File: src/design/rncp_consts.svh
// constants for the radio network configuration parameter bank
`ifndef RNCP_CONSTS_SVH
`define RNCP_CONSTS_SVH
`define RNCP_SEL_COMPAT      3'h0
`define RNCP_SEL_FREQ_INDEX  3'h1
`define RNCP_SEL_NET_TAG     3'h2
`define RNCP_SEL_DEST_HI     3'h3
`define RNCP_SEL_DEST_LO     3'h4
`define RNCP_RST_COMPAT      2'h0
`define RNCP_RST_FREQ_INDEX  8'h0C
`define RNCP_RST_NET_TAG     16'h3332
`define RNCP_RST_DEST_HI     32'h00000000
`define RNCP_RST_DEST_LO     32'h00000000
`define RNCP_COMPAT_TX_BIT   0
`define RNCP_COMPAT_DS_BIT   1
`define RNCP_FREQ_MIN        8'h0B
`define RNCP_FREQ_MAX        8'h1A
`define RNCP_FREQ_BASE_MHZ   12'h965
`define RNCP_FREQ_STEP_MHZ   12'h005
`define RNCP_NET_TAG_GLOBAL  16'hFFFF
`define RNCP_SHORT_LIMIT     32'h0000FFFF
`define RNCP_PAYLOAD_BEST    7'h74
`define RNCP_PAYLOAD_LEG_ENC 7'h5F
`define RNCP_PAYLOAD_LEG_CLR 7'h64
`define RNCP_COST_HDR        7'h04
`define RNCP_COST_LONG_SRC   7'h06
`define RNCP_COST_LONG_DST   7'h06
`define RNCP_COST_ENC        7'h12
`define RNCP_DS_TIMEOUT_MS   2500
`define RNCP_CLOCK_MHZ       100
`define RNCP_DS_CYCLES       (`RNCP_DS_TIMEOUT_MS * 1000 * `RNCP_CLOCK_MHZ)
`endif

File: src/design/rncp_pkg.sv
// types for the radio network configuration parameter bank
package rncp_pkg;
    typedef enum logic [1:0] {
        RNCP_DS_IDLE = 2'b00,
        RNCP_DS_WAIT = 2'b01,
        RNCP_DS_DONE = 2'b11
    } rncp_ds_state_t;
endpackage : rncp_pkg

File: src/design/rncp_sync.sv
// three-stage input synchroniser
`timescale 1ns/1ps
module rncp_sync (
    input  wire logic i_clock,
    input  wire logic i_resetn,
    input  wire logic i_async,
    output logic      o_level
);
    logic [2:0] sync_q;

    always_ff @(posedge i_clock or negedge i_resetn) begin
        if (!i_resetn) begin
            sync_q <= 3'h0;
        end else begin
            sync_q <= {sync_q[1:0], i_async};
        end
    end

    // level changes only once stages two and three agree
    always_ff @(posedge i_clock or negedge i_resetn) begin
        if (!i_resetn) begin
            o_level <= 1'b0;
        end else if (sync_q[1] == sync_q[2]) begin
            o_level <= sync_q[2];
        end
    end
endmodule : rncp_sync

File: src/design/rncp_tx_queue.sv
// transmit slot gate: one slot in legacy mode, several otherwise
`timescale 1ns/1ps
module rncp_tx_queue #(
    parameter int SLOTS = 4
) (
    input  wire logic i_clock,
    input  wire logic i_resetn,
    input  wire logic i_single,
    input  wire logic i_start,
    input  wire logic i_dest_busy,
    input  wire logic i_done,
    output logic      o_grant,
    output logic      o_busy
);
    localparam int CW = $clog2(SLOTS + 1);
    logic [CW-1:0] active_q;
    logic          ok;

    always_comb begin
        ok = i_single ? (active_q == '0)
                      : ((active_q < CW'(SLOTS)) && !i_dest_busy);
    end

    always_ff @(posedge i_clock or negedge i_resetn) begin
        if (!i_resetn) begin
            active_q <= '0;
            o_grant  <= 1'b0;
        end else begin
            o_grant <= i_start && ok;
            if ((i_start && ok) && !(i_done && active_q != '0)) begin
                active_q <= active_q + CW'(1);
            end else if (!(i_start && ok) && i_done && active_q != '0) begin
                active_q <= active_q - CW'(1);
            end
        end
    end

    always_comb begin
        o_busy = (active_q != '0);
    end
endmodule : rncp_tx_queue

File: src/design/rncp_bank.sv
// radio network configuration parameter bank
//
// Functional notes
// - bit0 clear: payload limit from header, addresses, encryption; best 116.
// - bit0 clear: several messages active if destinations differ.
// - bit0 set: cap 95 encrypted, 100 clear, never enlarged.
// - bit0 set: one outgoing message active at once.
// - bit1 clear: directed discovery ends at the matching reply.
// - bit1 clear: no reply before timeout reports an error.
// - bit1 set: discovery runs full timeout, other commands refused.
// - bit1 set: at timeout end quietly with success.
// - compat field two bits, read/write, resets to zero.
// - centre frequency 2405 MHz plus 5 MHz per channel above 11.
// - channel 0x0B..0x1A, resets 0x0C; exchange only on match.
// - network tag 16 bits, resets 0x3332; peers must share it.
// - tag 0xFFFF transmits to all networks, receive still filtered.
// - dest high holds upper 32 bits for transparent and sample sends.
// - short addressing when dest high zero and dest low below 0xFFFF.
// - destination 0xFFFF is broadcast and end-device polling address.
// - written values stay pending until apply.
// - dest low holds lower 32 bits of the destination.
`timescale 1ns/1ps
`include "rncp_consts.svh"
module rncp_bank
    import rncp_pkg::*;
#(
    parameter int DS_CYCLES = `RNCP_DS_CYCLES,
    parameter int TX_SLOTS  = 4
) (
    input  wire logic        i_clock,
    input  wire logic        i_resetn,
    // command port
    input  wire logic        i_cmd_wr,
    input  wire logic        i_cmd_rd,
    input  wire logic [2:0]  i_cmd_sel,
    input  wire logic [31:0] i_cmd_wdata,
    input  wire logic        i_cmd_apply,
    output logic [31:0]      o_cmd_rdata,
    output logic             o_cmd_ack,
    output logic             o_cmd_err,
    output logic             o_cmd_busy,
    // directed discovery
    input  wire logic        i_ds_start,
    input  wire logic        i_ds_reply,
    output logic             o_ds_done,
    output logic             o_ds_ok,
    // transmit framing inputs
    input  wire logic        i_hdr_en,
    input  wire logic        i_src_long,
    input  wire logic        i_encrypt_en,
    input  wire logic        i_tx_start,
    input  wire logic        i_tx_dest_busy,
    input  wire logic        i_tx_done,
    output logic             o_tx_grant,
    output logic             o_tx_busy,
    output logic [6:0]       o_payload_max,
    // radio side
    input  wire logic [7:0]  i_rx_freq_index,
    input  wire logic [15:0] i_rx_network_tag,
    output logic [11:0]      o_freq_mhz,
    output logic             o_rx_match,
    output logic             o_tx_all_networks,
    output logic             o_dest_short,
    output logic             o_dest_bcast,
    output logic [1:0]       o_compat_ctrl,
    output logic [7:0]       o_radio_freq_index,
    output logic [15:0]      o_network_tag,
    output logic [31:0]      o_dest_addr_hi,
    output logic [31:0]      o_dest_addr_lo
);
    ////////////////////////////////////////////////////////////////////////
    // pending and active parameter copies
    logic [1:0]  p_compat_q, compat_q;
    logic [7:0]  p_freq_q, freq_q;
    logic [15:0] p_tag_q, tag_q;
    logic [31:0] p_hi_q, p_lo_q;
    logic        range_ok;
    logic        ds_refuse;

    always_comb begin
        unique case (i_cmd_sel)
            `RNCP_SEL_COMPAT:     range_ok = (i_cmd_wdata[31:2] == '0);
            `RNCP_SEL_FREQ_INDEX: range_ok = (i_cmd_wdata[31:8] == '0)
                && (i_cmd_wdata[7:0] >= `RNCP_FREQ_MIN)
                && (i_cmd_wdata[7:0] <= `RNCP_FREQ_MAX);
            `RNCP_SEL_NET_TAG:    range_ok = (i_cmd_wdata[31:16] == '0);
            `RNCP_SEL_DEST_HI,
            `RNCP_SEL_DEST_LO:    range_ok = 1'b1;
            default:              range_ok = 1'b0;
        endcase
    end

    // pending writes; nothing lands while legacy discovery holds the port
    always_ff @(posedge i_clock or negedge i_resetn) begin
        if (!i_resetn) begin
            p_compat_q <= `RNCP_RST_COMPAT;
            p_freq_q   <= `RNCP_RST_FREQ_INDEX;
            p_tag_q    <= `RNCP_RST_NET_TAG;
            p_hi_q     <= `RNCP_RST_DEST_HI;
            p_lo_q     <= `RNCP_RST_DEST_LO;
        end else if (i_cmd_wr && range_ok && !ds_refuse) begin
            unique case (i_cmd_sel)
                `RNCP_SEL_COMPAT:     p_compat_q <= i_cmd_wdata[1:0];
                `RNCP_SEL_FREQ_INDEX: p_freq_q <= i_cmd_wdata[7:0];
                `RNCP_SEL_NET_TAG:    p_tag_q <= i_cmd_wdata[15:0];
                `RNCP_SEL_DEST_HI:    p_hi_q <= i_cmd_wdata;
                `RNCP_SEL_DEST_LO:    p_lo_q <= i_cmd_wdata;
                default: ;
            endcase
        end
    end

    // active copies change only on apply
    always_ff @(posedge i_clock or negedge i_resetn) begin
        if (!i_resetn) begin
            compat_q       <= `RNCP_RST_COMPAT;
            freq_q         <= `RNCP_RST_FREQ_INDEX;
            tag_q          <= `RNCP_RST_NET_TAG;
            o_dest_addr_hi <= `RNCP_RST_DEST_HI;
            o_dest_addr_lo <= `RNCP_RST_DEST_LO;
        end else if (i_cmd_apply && !ds_refuse) begin
            compat_q       <= p_compat_q;
            freq_q         <= p_freq_q;
            tag_q          <= p_tag_q;
            o_dest_addr_hi <= p_hi_q;
            o_dest_addr_lo <= p_lo_q;
        end
    end

    // command answers
    always_ff @(posedge i_clock or negedge i_resetn) begin
        if (!i_resetn) begin
            o_cmd_ack   <= 1'b0;
            o_cmd_err   <= 1'b0;
            o_cmd_rdata <= 32'h00000000;
        end else begin
            o_cmd_ack <= (i_cmd_wr || i_cmd_rd || i_cmd_apply) && !ds_refuse
                && !(i_cmd_wr && !range_ok)
                && !(i_cmd_rd && i_cmd_sel > 3'h4);
            o_cmd_err <= (i_cmd_wr && !range_ok)
                || (i_cmd_rd && i_cmd_sel > 3'h4)
                || ((i_cmd_wr || i_cmd_rd || i_cmd_apply) && ds_refuse);
            if (i_cmd_rd && !ds_refuse) begin
                unique case (i_cmd_sel)
                    `RNCP_SEL_COMPAT:     o_cmd_rdata <= {30'h0, p_compat_q};
                    `RNCP_SEL_FREQ_INDEX: o_cmd_rdata <= {24'h0, p_freq_q};
                    `RNCP_SEL_NET_TAG:    o_cmd_rdata <= {16'h0, p_tag_q};
                    `RNCP_SEL_DEST_HI:    o_cmd_rdata <= p_hi_q;
                    `RNCP_SEL_DEST_LO:    o_cmd_rdata <= p_lo_q;
                    default:              o_cmd_rdata <= 32'h00000000;
                endcase
            end
        end
    end

    ////////////////////////////////////////////////////////////////////////
    // directed discovery
    rncp_ds_state_t ds_q;
    logic [31:0]    ds_cnt_q;
    logic           ds_seen_q;
    logic           ds_legacy_q;
    logic           reply_lvl, reply_d_q, reply_evt;

    // async reply pin
    rncp_sync u_reply_sync (
        .i_clock  (i_clock),
        .i_resetn (i_resetn),
        .i_async  (i_ds_reply),
        .o_level  (reply_lvl)
    );

    always_ff @(posedge i_clock or negedge i_resetn) begin
        if (!i_resetn) begin
            reply_d_q <= 1'b0;
        end else begin
            reply_d_q <= reply_lvl;
        end
    end
    assign reply_evt = reply_lvl && !reply_d_q;
    assign ds_refuse = (ds_q == RNCP_DS_WAIT) && ds_legacy_q;

    always_ff @(posedge i_clock or negedge i_resetn) begin
        if (!i_resetn) begin
            ds_q        <= RNCP_DS_IDLE;
            ds_cnt_q    <= 32'h00000000;
            ds_seen_q   <= 1'b0;
            ds_legacy_q <= 1'b0;
            o_ds_done   <= 1'b0;
            o_ds_ok     <= 1'b0;
        end else begin
            o_ds_done <= 1'b0;
            unique case (ds_q)
                RNCP_DS_IDLE: begin
                    if (i_ds_start) begin
                        ds_q        <= RNCP_DS_WAIT;
                        ds_cnt_q    <= 32'h00000000;
                        ds_seen_q   <= 1'b0;
                        ds_legacy_q <= compat_q[`RNCP_COMPAT_DS_BIT];
                    end
                end
                RNCP_DS_WAIT: begin
                    ds_cnt_q <= ds_cnt_q + 32'h00000001;
                    if (reply_evt) begin
                        ds_seen_q <= 1'b1;
                    end
                    if (reply_evt && !ds_legacy_q) begin
                        ds_q      <= RNCP_DS_DONE;
                        o_ds_done <= 1'b1;
                        o_ds_ok   <= 1'b1;
                    end else if (ds_cnt_q >= 32'(DS_CYCLES - 1)) begin
                        ds_q      <= RNCP_DS_DONE;
                        o_ds_done <= 1'b1;
                        // legacy: success regardless; else error
                        o_ds_ok   <= ds_legacy_q;
                    end
                end
                RNCP_DS_DONE: begin
                    ds_q <= RNCP_DS_IDLE;
                end
                default: ds_q <= RNCP_DS_IDLE;
            endcase
        end
    end

    always_ff @(posedge i_clock or negedge i_resetn) begin
        if (!i_resetn) begin
            o_cmd_busy <= 1'b0;
        end else begin
            o_cmd_busy <= ds_refuse;
        end
    end

    ////////////////////////////////////////////////////////////////////////
    // transmit limits and queue
    logic       dst_long;
    logic [6:0] best;

    assign dst_long = !((o_dest_addr_hi == 32'h0)
        && (o_dest_addr_lo < `RNCP_SHORT_LIMIT));

    always_comb begin
        best = `RNCP_PAYLOAD_BEST;
        if (i_hdr_en) best = best - `RNCP_COST_HDR;
        if (i_src_long) best = best - `RNCP_COST_LONG_SRC;
        if (dst_long) best = best - `RNCP_COST_LONG_DST;
        if (i_encrypt_en) best = best - `RNCP_COST_ENC;
    end

    always_ff @(posedge i_clock or negedge i_resetn) begin
        if (!i_resetn) begin
            o_payload_max <= `RNCP_PAYLOAD_BEST;
        end else if (compat_q[`RNCP_COMPAT_TX_BIT]) begin
            o_payload_max <= i_encrypt_en ? `RNCP_PAYLOAD_LEG_ENC
                                          : `RNCP_PAYLOAD_LEG_CLR;
        end else begin
            o_payload_max <= best;
        end
    end

    rncp_tx_queue #(.SLOTS(TX_SLOTS)) u_txq (
        .i_clock     (i_clock),
        .i_resetn    (i_resetn),
        .i_single    (compat_q[`RNCP_COMPAT_TX_BIT]),
        .i_start     (i_tx_start),
        .i_dest_busy (i_tx_dest_busy),
        .i_done      (i_tx_done),
        .o_grant     (o_tx_grant),
        .o_busy      (o_tx_busy)
    );

    ////////////////////////////////////////////////////////////////////////
    // radio addressing outputs
    always_ff @(posedge i_clock or negedge i_resetn) begin
        if (!i_resetn) begin
            o_freq_mhz         <= 12'h000;
            o_rx_match         <= 1'b0;
            o_tx_all_networks  <= 1'b0;
            o_dest_short       <= 1'b0;
            o_dest_bcast       <= 1'b0;
            o_compat_ctrl      <= `RNCP_RST_COMPAT;
            o_radio_freq_index <= `RNCP_RST_FREQ_INDEX;
            o_network_tag      <= `RNCP_RST_NET_TAG;
        end else begin
            o_freq_mhz <= `RNCP_FREQ_BASE_MHZ + 12'(freq_q - `RNCP_FREQ_MIN)
                * `RNCP_FREQ_STEP_MHZ;
            // global tag only widens transmit, never receive
            o_rx_match <= (i_rx_freq_index == freq_q)
                && (i_rx_network_tag == tag_q);
            o_tx_all_networks <= (tag_q == `RNCP_NET_TAG_GLOBAL);
            o_dest_short <= !dst_long;
            o_dest_bcast <= (o_dest_addr_hi == 32'h0)
                && (o_dest_addr_lo == `RNCP_SHORT_LIMIT);
            o_compat_ctrl      <= compat_q;
            o_radio_freq_index <= freq_q;
            o_network_tag      <= tag_q;
        end
    end
endmodule : rncp_bank

File: config.mk
export PLATFORM = sky130hd
export DESIGN_NAME = rncp_bank
export DESIGN_NICKNAME = d
export VERILOG_FILES = /design/src/design/rncp_pkg.sv /design/src/design/rncp_sync.sv /design/src/design/rncp_tx_queue.sv /design/src/design/rncp_bank.sv
export VERILOG_INCLUDE_DIRS = /design/src /design/src/design
export SDC_FILE = /design/constraint.sdc
export NUM_CORES = 1
export LEC_CHECK = 0
export BUFFER_PORTS_ARGS = -buffer_cell sky130_fd_sc_hd__buf_4
export CAP_MARGIN = 30
export CELL_PAD_IN_SITES_DETAIL_PLACEMENT = 1
export CELL_PAD_IN_SITES_GLOBAL_PLACEMENT = 1
export CORE_ASPECT_RATIO = 0.75
export CORE_UTILIZATION = 49
export DETAILED_ROUTE_END_ITERATION = 8
export PLACE_DENSITY = 0.84
export SETUP_SLACK_MARGIN = 0.4
export SKIP_CTS_REPAIR_TIMING = 1
export SLEW_MARGIN = 20
export SYNTH_ARGS = -nofsm -noshare
export SYNTH_HDL_FRONTEND = slang
export SYNTH_HIERARCHICAL = 1
export SYNTH_SLANG_ARGS = --single-unit
File: constraint.sdc
create_clock -name i_clock -period 8 [get_ports i_clock]
set_input_delay 1.2 -clock i_clock [delete_from_list [all_inputs] [get_ports i_clock]]
set_output_delay 1.2 -clock i_clock [all_outputs]
set_load 0.01 [all_outputs]
* Word level (Yosys, flattened, before mapping) *
Cells that the tools add are included.

word-level totals
  register bits after elaboration = 310
  word-level logic and storage cells = 140

cells by class
  equal/unequal tests = 12
  $add $sub $neg = 8
  magnitude comparators = 6
  reduce and logical (&&, ||, !) cells = 58
  multipliers = 1
  multiplexer cells = 22

operators by type and width
  kind                                                                                   count
  32-bit case mux with 5 select lines                                                    1
  32-bit case mux with 2 select lines                                                    1
  32-bit by 1-bit adder with 32-bit output, second input constant                        1
  32-bit by 16-bit equality test with 1-bit output, second input constant                1
  32-bit by 28-bit greater-or-equal comparator with 1-bit output, second input constant  1
  32-bit logical NOT                                                                     1
  32-bit by 16-bit less-than comparator with 1-bit output, second input constant         1
  32-bit 2-to-1 mux                                                                      1
  30-bit logical NOT                                                                     1
  7-bit 2-to-1 mux                                                                       4
  1-bit logical AND                                                                      24
  24-bit logical NOT                                                                     1
  2-bit AND reduction                                                                    9
  16-bit equality test                                                                   1
  16-bit equality test, second input constant                                            1
  16-bit logical NOT                                                                     1
  7-bit by 3-bit subtractor with 7-bit output, second input constant                     2
  12-bit adder, first input constant                                                     1
  12-bit by 3-bit multiplier with 12-bit output, second input constant                   1
  1-bit logical NOT                                                                      9
  3-bit 2-to-1 mux                                                                       3
  8-bit by 4-bit subtractor with 9-bit output, second input constant                     1
  8-bit equality test                                                                    1
  8-bit by 4-bit greater-or-equal comparator with 1-bit output, second input constant    1
  24 further kinds                                                                       38

* Longest topological paths before layout *
Gate-level depths: netlist of the first run.

  word-level depth = 9
  depth in mapped cells = 14
  mapped depth without buffers = 14

* Modules after synthesis *
Netlist of the first run, hierarchy kept.

by module, submodules not included
  module         cells each  seq. area each (um^2)  instances  area an instance (um^2)
  rncp_bank      1029        7544.7                 1          13136.3
  rncp_tx_queue  35          100.1                  1          315.3
  rncp_sync      5           100.1                  1          111.4

* Worst setup path before layout of the first run *
Ideal clock, no wire load.

  kind = register to register
  start = register freq_q[0]
  end = register o_freq_mhz[10]
  arrival = 2.936 ns
  period minus slack after synthesis = 3.061 ns
  path buffers = 0
  setup time = 0.125 ns
  path slack = 4.939 ns
  cell stages (with the launch flop) = 15
  required time = 7.875 ns
  cell sequence = dfrtp_1 -> ha_1 -> o21ai_0 -> nand2_1 -> xnor2_1 -> inv_1 -> fa_1 -> inv_1 -> ha_1 -> nand2_1 -> a21boi_0 -> a41o_1 -> nor4_1 -> nor3_1 -> xnor2_1

on the way
  cells in the longest elaborated chain, start to end = 3

ends and longest elaborated chain
  element                                                  line              source
  start, declared                                          rncp_bank.sv:74   logic [7:0] p_freq_q, freq_q;
  start signal, assigned                                   rncp_bank.sv:117  freq_q <= `RNCP_RST_FREQ_INDEX;
  start signal, assigned                                   rncp_bank.sv:123  freq_q <= p_freq_q;
  8-bit by 4-bit subtractor with 9-bit output (no line)    -
  12-bit by 3-bit multiplier with 12-bit output (no line)  -
  12-bit adder (no line)                                   -
  end signal, assigned                                     rncp_bank.sv:284  o_freq_mhz <= `RNCP_FREQ_BASE_MHZ + 12'(freq_q - `RNCP_FREQ_MIN)
  end, declared                                            rncp_bank.sv:60   output logic [11:0] o_freq_mhz,

Every way passes these cells.
A chain may end at the register's enable or synchronous reset.

* Worst setup path in the final report of the first run *
  start = register o_dest_addr_hi[0]
  end = register o_payload_max[4]

on the way
  cells in the longest elaborated chain, start to end = 6

ends and longest elaborated chain
  element                                                line              source
  start, declared                                        rncp_bank.sv:68   output logic [31:0] o_dest_addr_hi,
  start signal, assigned                                 rncp_bank.sv:119  o_dest_addr_hi <= `RNCP_RST_DEST_HI;
  start signal, assigned                                 rncp_bank.sv:125  o_dest_addr_hi <= p_hi_q;
  32-bit logical NOT *                                   rncp_bank.sv:238  assign dst_long = !((o_dest_addr_hi == 32'h0)
  1-bit logical AND *                                    rncp_bank.sv:238
  7-bit 2-to-1 mux *                                     rncp_bank.sv:245  if (dst_long) best = best - `RNCP_COST_LONG_DST;
  7-bit by 5-bit subtractor with 7-bit output (no line)  -
  7-bit 2-to-1 mux *                                     rncp_bank.sv:246  if (i_encrypt_en) best = best - `RNCP_COST_ENC;
  7-bit 2-to-1 mux *                                     rncp_bank.sv:252  end else if (compat_q[`RNCP_COMPAT_TX_BIT]) begin
  end signal, assigned                                   rncp_bank.sv:251  o_payload_max <= `RNCP_PAYLOAD_BEST;
  end signal, assigned                                   rncp_bank.sv:253  o_payload_max <= i_encrypt_en ? `RNCP_PAYLOAD_LEG_ENC
  end signal, assigned                                   rncp_bank.sv:256  o_payload_max <= best;
  end, declared                                          rncp_bank.sv:56   output logic [6:0] o_payload_max,

Every way passes the cells marked *; elsewhere a longest branch is shown, timed or not.

==> results of run 1 <==
path summary, 6_finish.rpt:
path                                        start                      to  slack [ns]  cells after the start
setup / recovery                o_dest_addr_hi[0]        o_payload_max[4]        4.22                     10
hold reg to reg            u_reply_sync/sync_q[0]  u_reply_sync/sync_q[1]        0.37                      0
setup reg to reg                o_dest_addr_hi[0]        o_payload_max[4]        4.22                     10
max in group asynchronous                i_resetn      o_dest_addr_lo[15]        6.06                      2
min in group asynchronous                i_resetn             ds_cnt_q[3]        0.57                      1
hold / removal             u_reply_sync/sync_q[0]  u_reply_sync/sync_q[1]        0.37                      0
synth_stat cells (3+ instances only):
cell type  number  share of area
nor4_1         27          0.012
nand2b_1        7         0.0032
buf_4           4         0.0022
inv_1          21         0.0058
and2b_1         3         0.0017
o22ai_1         3         0.0014
fa_1            5         0.0074
xor2_1         22          0.014
o21ai_0        31          0.011
mux2_2        162           0.13
o221ai_1        8         0.0052
a22oi_1        26          0.014
nand3_1        30          0.011
o21ai_1         6         0.0022
mux2_4          7         0.0077
nand4_1        24          0.011
or3_1           5         0.0023
nor2b_1         6         0.0028
and3_1          6         0.0028
a31oi_1         7         0.0032
and2_1          4         0.0018
ha_1           24          0.022
o211ai_1        9         0.0050
xnor2_1        21          0.014
o31ai_1         6         0.0033
nand2_1        33         0.0091
buf_1           6         0.0017
buf_2          22         0.0081
o21a_1         10         0.0055
nor2_1         61          0.017
clkbuf_1       15         0.0042
mux2i_1        17          0.013
dfstp_2        30          0.058
dfrtp_1       278           0.51
nor3_1         10         0.0037
mux2_1         13          0.011
a21oi_1        50          0.018
and4_1          4         0.0026
a21o_1          3         0.0017
sequential cells by signal (all words and copies together) (netlist names), 3 cells and up:
name	count
o_freq_mhz	11
o_radio_freq_index	8
u_reply_sync/sync_q	3
o_dest_addr_hi	32
ds_cnt_q	32
p_freq_q	8
o_cmd_rdata	32
freq_q	8
p_hi_q	32
p_tag_q	16
p_lo_q	32
o_network_tag	16
o_payload_max	6
o_dest_addr_lo	32
tag_q	16
u_txq/active_q	3
layout by cell type, fill, tap and decap left out, types with 9 or more instances in the layout:
| master | instances |
|---|---|
| dfrtp_1 | 278 |
| buf_4 | 227 |
| mux2_2 | 162 |
| nor2_1 | 61 |
| a21oi_1 | 50 |
| nand2_1 | 32 |
| o21ai_0 | 31 |
| clkbuf_16 | 31 |
| nand3_1 | 30 |
| dfstp_2 | 30 |
| nor4_1 | 27 |
| a22oi_1 | 26 |
| nand4_1 | 24 |
| ha_1 | 24 |
| xor2_1 | 22 |
| inv_1 | 21 |
| xnor2_1 | 21 |
| mux2i_1 | 17 |
| mux2_1 | 13 |
| nor3_1 | 10 |
| o21a_1 | 10 |
| clkbuf_1 | 10 |
| o211ai_1 | 9 |
| clkbuf_8 | 9 |
stage by stage:
step | worst slack (ns) | hold WS, ns | util | total power (uW)
after global placement | 4.30 | 0.334 | 0.574 | 2680
after detailed placement | 4.08 | 0.358 | 0.574 | 2730
after floorplan | 4.94 | 0.331 | - | 2320
final | 4.22 | 0.368 | 0.615 | 4280
after CTS | 4.33 | 0.382 | 0.614 | 4290
after global routing | 4.17 | 0.379 | 0.615 | 4430
worst reg2reg max path, cell delays in order (launching register included):
cell	delay, ns
dfrtp_1	0.42
nor4_1	0.78
nand4_1	0.53
or3_1	0.57
nor2_1	0.27
ha_1	0.33
inv_1	0.12
and3_1	0.17
nand3_1	0.11
and2_1	0.19
o2111ai_1	0.21
kinds of logic after synthesis:
family | after synthesis | share of synthesized area
flip-flops | 308 | 0.571
multiplexers | 199 | 0.166
AND/OR/NAND/NOR | 241 | 0.0980
XOR/XNOR | 43 | 0.0278
AO/OA/AOI/OAI | 178 | 0.0842
other | 1 | 0.000276
buffers and inverters | 69 | 0.0228
adder cells (fa/ha/maj) | 30 | 0.0304
cell type report:
type | count | share of cell area
well taps | 351 | 0.0264
clock inverters | 8 | 0.00902
inverters | 21 | 0.00474
clock buffers | 50 | 0.0563
flip-flops and latches | 308 | 0.466
repair buffers | 230 | 0.106
multi-input cells | 692 | 0.332
layer usage:
| metal | share of wire | vias up | track usage | wire [um] |
|---|---|---|---|---|
| met5 | 0 | - | 0 | 0 |
| li1 | - | 4311 | - | - |
| met3 | 0.048 | 80 | 0.0444 | 1950 |
| met2 | 0.48 | 306 | 0.463 | 19500 |
| met4 | 0.030 | 0 | 0.0837 | 1210 |
| met1 | 0.44 | 5219 | 0.404 | 17900 |
report_power, final:
group,switching [uW],internal (uW),leakage (uW)
Combinational,375,377,0.00328
Clock,617,927,0.000528
Sequential,217,1770,0.00382
==> metrics.md, run 1 <==
| Metric | Value |
|---|---|
| Async SR Flop Fraction | 1.00 |
| Area of the multi-input gates | 0.00552 mm^2 |
| Slew @ Worst Pin | 1.10 ns |
| Critical path data arrival time | 4.26 ns |
| Maximum vdd drop | 0.178 mV |
| Final Hold Viols | 0 |
| CP required | 8.48 ns |
| Std cell rows | 52 |
| Unrepaired setup endpoints after global routing | false |
| Clock latency on the worst-skew pair | 0.56 ns |
| Worst path slowest cell | nor4_1 |
| Setup TNS | 0 ns |
| TritonCTS Buffers | 31 |
| Root Buffer | clkbuf_16 |
| Pleak | 0.00763 uW |
| Post-Synthesis Cell Area | 0.0136 mm^2 |
| Placed cell count | 1601 |
| Yosys reg bits | 308 |
| CTS clk-pin slew, worst paths | 0.06 ns |
| Sequential cell area | 0.00774 mm^2 |
| WS Path Type | reg -> reg |
| # diodes | 0 |
| Final Cell Area | 0.0166 mm^2 |
| Maximum clock frequency | 264 MHz |
| Longest Clk Path Bufs | 3 |
| Total Routed Length | 40.6 mm |
| Die Ht | 146 um |
| DR pass1 iterations | 4 |
| Post-detail-place hpwl | 27.4 mm |
| Final cycle utilization of the critical path | 0.473 |
| Distinct cell type count after synthesis | 77 |
| Total die area | 0.0284 mm^2 |
| Syn avg cell area | 12.7 um^2 |
| First-pass GRT wire length | 63.5 mm |
| Mapped Cells | 1069 |
| Drt wl/cell | 24.5 um |
| Final-report max-slew violation count | 0 |
| Max-slew headroom | 0.267 |
| Mapped Nets | 1170 |
| Top_reg_cell synth | dfrtp_1 |
| Std-Cell Core Area | 0.0271 mm^2 |
| Cell family with the largest share of critical-path delay | simple AND/OR/NAND/NOR gates |
| CTS tree | yes |
| Initial antenna violation count | 0 |
| Setup crit start kind | flip-flop |
| Layout overhead on the synthesized area | 22.7% |
| Largest net degree at the start of global routing | 174 |
| Worst setup EP type | flip-flop |
| Final setup violating endpoints | 0 |
| Die width | 194 um |
| Fillers | 2721 |
| WP buf/inv | 1 |
| Worst Skew | 0.0121 ns |
| DRC | 0 |
| Vias in the first global route | 10695 |
| GR Overflow Total | 0 |
| IO Port Bufs | 222 |
| Antenna-violating nets left | 0 |
| Placed cell areas | 0.0155 mm^2 |
| Power per cell area | 257 mW/mm^2 |
| H-tree levels | 1 |
| Initial Utilization | 0.501 |
| Number of synthesized flops with an enable pin | 0 |
| Max_cap viols | 0 |
| Gr usage total | 0.287 |
| CP max stage delay | 0.78 ns |
| Status | finished clean |
| Layout Cells excl Fill | 1660 |
| Minimum clock period | 3.78 ns |
| Yosys warnings | 6 |
| CP max FO | 4 |
| Number of vias per cell | 5.97 |
| RD Place Congestion | 0.823 |
| Initial DRC Count | 629 |
| Sequential fraction of the synthesis area | 0.571 |
| IO Pins | 224 |
| Critical path, cell by cell | nor4_1, nand4_1, or3_1, nor2_1, ha_1, inv_1, and3_1, nand3_1, and2_1, o2111ai_1 |
| Nets | 1385 |
| Layout cells sized above 1 | 0.380 |
| Hold Crit Class | reg -> reg |
| Vias | 9916 |
| Sinks on Clock Net | 308 |
Power figures use the tool's default switching activity.
==> run 2, diff against run 1 <==
- CORE_UTILIZATION: 49 -> 46
- PLACE_DENSITY: 0.84 -> 0.8
- clock period: 8 -> 3.5 ns (I/O delays scaled with it)
==> run 2 against run 1 <==
Compared with the run above:
- combinational power increased by 130%
- wire length increased by 0.14%
- clock skew increased by 0.0030 ns
- total power increased by 120%
- via count decreased by 0.55%
- maximum frequency increased by 16%
- design area increased by 2.1%
- non-clock buffer count increased by 23
- setup slack got worse by 4.0 ns
==> metrics.md, run 2 (same netlist as run 1, synthesis figures left out) <==
| Metric | Value |
|---|---|
| RD Place Congestion | 0.822 (was 0.823) |
| Std cell rows | 54 (was 52) |
| Nets | 1408 (was 1385) |
| CTS clk-pin slew, worst paths | 0.06 ns (about the same) |
| GR peak layer | met2 (unchanged) |
| Initial DRC Count | 520 (was 629) |
| Placed cell areas | 0.0157 mm^2 (was 0.0155 mm^2) |
| Minimum clock period | 3.27 ns (was 3.78 ns) |
| H-tree levels | 1 (unchanged) |
| Die width | 200 um (was 194 um) |
| Sinks on Clock Net | 308 (unchanged) |
| Vias in the first global route | 10254 (was 10695) |
| Clk pwr share | 0.350 (was 0.361) |
| DR pass1 iterations | 5 (was 4) |
| Gr usage total | 0.263 (was 0.287) |
| Critical path data arrival time | 3.73 ns (was 4.26 ns) |
| Root Buffer | clkbuf_16 (unchanged) |
| WP buf/inv | 2 (was 1) |
| Die Ht | 151 um (was 146 um) |
| Final Cell Area | 0.0170 mm^2 (was 0.0166 mm^2) |
| M3 GR Usage | 0.0604 (was 0.0444) |
| Cell family with the largest share of critical-path delay | adder cells (was simple AND/OR/NAND/NOR gates) |
| Fillers | 2976 (was 2721) |
| Worst slack at placement | -0.0508 ns (was 4.08 ns) |
| Worst path slowest cell | fa_1 (was nor4_1) |
| M1 GR Usage | 0.364 (was 0.404) |
| DRC | 0 (unchanged) |
| Layout cells sized above 1 | 0.408 (was 0.380) |
| Most frequent cells in the layout | dfrtp_1 (277), buf_4 (246), mux2_2 (162), nor2_1 (59), a21oi_1 (48) (was dfrtp_1 (278), buf_4 (227), mux2_2 (162), nor2_1 (61), a21oi_1 (50)) |
| Int Pwr | 6830 uW (was 3070 uW) |
| Initial antenna violation count | 0 (unchanged) |
| Sw frac | 0.287 (was 0.282) |
| Setup WS post-layout | 0.230 ns (was 4.22 ns) |
| Total die area | 0.0302 mm^2 (was 0.0284 mm^2) |
| Drt wl/cell | 23.6 um (was 24.5 um) |
| Layout overhead on the synthesized area | 25.2% (was 22.7%) |
| Final setup violating endpoints | 0 (unchanged) |
| Vias | 9861 (was 9916) |
| Met2 Use GR | 0.424 (was 0.463) |
| Status | finished clean (unchanged) |
| CTS tree | yes (unchanged) |
| # diodes | 0 (unchanged) |
| Final Hold Viols | 0 (unchanged) |
| Worst Skew | 0.0150 ns (was 0.0121 ns) |
| Max_cap viols | 0 (unchanged) |
| IO Port Bufs | 222 (unchanged) |
| Maximum clock frequency | 306 MHz (was 264 MHz) |
| Number of vias per cell | 5.72 (was 5.97) |
| WS Path Type | reg -> reg (unchanged) |
| Antenna-violating nets left | 0 (unchanged) |
| Initial Utilization | 0.467 (was 0.501) |
| Reg power frac | 0.471 (was 0.463) |
| Unrepaired setup endpoints after global routing | true (was false) |
| Power per cell area | 565 mW/mm^2 (was 257 mW/mm^2) |
| IO Pins | 224 (unchanged) |
| First-pass GRT wire length | 61.3 mm (was 63.5 mm) |
| CP max FO | 4 (unchanged) |
| Longest Clk Path Bufs | 3 (unchanged) |
| GR Overflow Total | 0 (unchanged) |
| Pleak | 0.00773 uW (was 0.00763 uW) |
| CP max stage delay | 0.52 ns (was 0.78 ns) |
| Total Routed Length | 40.7 mm (was 40.6 mm) |
| Final cycle utilization of the critical path | 0.934 (was 0.473) |
| Std-Cell Core Area | 0.0291 mm^2 (was 0.0271 mm^2) |
| Commonest non-fill, non-tap cell in the layout | dfrtp_1 (unchanged) |
| Psw | 2760 uW (was 1210 uW) |
| Post-detail-place hpwl | 27.4 mm (about the same) |
| Slew @ Worst Pin | 0.833 ns (was 1.10 ns) |
| Maximum vdd drop | 0.349 mV (was 0.178 mV) |
| Hold Crit Class | in -> reg (was reg -> reg) |
| Setup crit start kind | flip-flop (unchanged) |
| Max-slew headroom | 0.443 (was 0.267) |
| Worst setup EP type | flip-flop (unchanged) |
| Critical path, cell by cell | ha_1, o21ai_2, nand2_1, xnor2_2, inv_2, fa_1, inv_1, ha_4, nand2_1, a21boi_1, a41o_1, nor4_4, nor3_2, xnor2_1 (was nor4_1, nand4_1, or3_1, nor2_1, ha_1, inv_1, and3_1, nand3_1, and2_1, o2111ai_1) |
| CP required | 3.96 ns (was 8.48 ns) |
| Final-report max-slew violation count | 0 (unchanged) |
| Logic pwr share | 0.179 (was 0.176) |
| Largest net degree at the start of global routing | 87 (was 174) |
| Clock latency on the worst-skew pair | 0.57 ns (was 0.56 ns) |
| TritonCTS Buffers | 31 (unchanged) |
| Most frequent CP cell | nand2_1 |
==> run 2: cell count changes in the layout (fill, tap and decap cells not counted), moves of 3 or more <==
cell and change:
clkbuf_8 -6, nor3_1 -3, clkinv_2 +7, ha_4 +4, ha_1 -5, buf_4 +19, nor4_1 -3, nor3_2 +3
==> run 2: final timing paths <==
path	start	endpoint	slack (ns)	cells after the start
max	freq_q[1]	o_freq_mhz[10]	0.23	14
min	i_ds_reply	u_reply_sync/sync_q[0]	0.07	1
max reg2reg	freq_q[1]	o_freq_mhz[10]	0.23	14
min reg2reg	u_reply_sync/sync_q[0]	u_reply_sync/sync_q[1]	0.36	0
max in group asynchronous	i_resetn	p_tag_q[13]	1.96	3
min in group asynchronous	i_resetn	ds_cnt_q[31]	0.55	2
==> run 2: worst register-to-register path: cells and delay by family (launching register included) <==
kind                     cells  cell delay (ns)
adder cells (fa/ha/maj)      3             1.01
AO/OA/AOI/OAI                3             0.56
AND/OR/NAND/NOR              4             0.56
flip-flops                   1             0.43
XOR/XNOR                     2             0.39
buffers and inverters        2             0.20
==> run 2: power by group through the flow <==
| stage | clock network, uW | registers, uW | logic (uW) |
|---|---|---|---|
| finish | 3360 | 4510 | 1720 |
| global placement | 0 | 4510 | 1640 |
| floorplan | 0 | 4510 | 789 |
| global route | 3570 | 4570 | 1860 |
| detailed placement | 0 | 4540 | 1700 |
| CTS | 3430 | 4500 | 1730 |
==> run 2: routing by layer <==
metal	routed length (um)	vias to the layer above
met5	0	-
met1	17900	5152
met2	19700	282
met3	2410	49
met4	726	0
li1	-	4378
==> run 2: layout make-up <==
class | instances | area, um^2 | area share
clock inverters | 16 | 171 | 0.0101
clock buffers | 42 | 847 | 0.0499
inverters | 21 | 78.8 | 0.00464
well taps | 392 | 490 | 0.0289
flip-flops and latches | 308 | 7750 | 0.456
repair buffers | 253 | 1950 | 0.115
multi-input cells | 692 | 5700 | 0.335
==> run 2: per-stage QoR <==
step            util  hold WS, ns  power (uW)  cells  setup TNS, ns
3_3_place_gp   0.541        0.336        6140   1656              0
5_1_grt        0.585       0.0467       10000   1724              0
6_report       0.585       0.0709        9590   1724              0
4_1_cts        0.576      -0.0200        9660   1714         -0.126
2_1_floorplan      -        0.229        5300   1069              0
3_5_place_dp   0.541        0.341        6240   1656        -0.0508
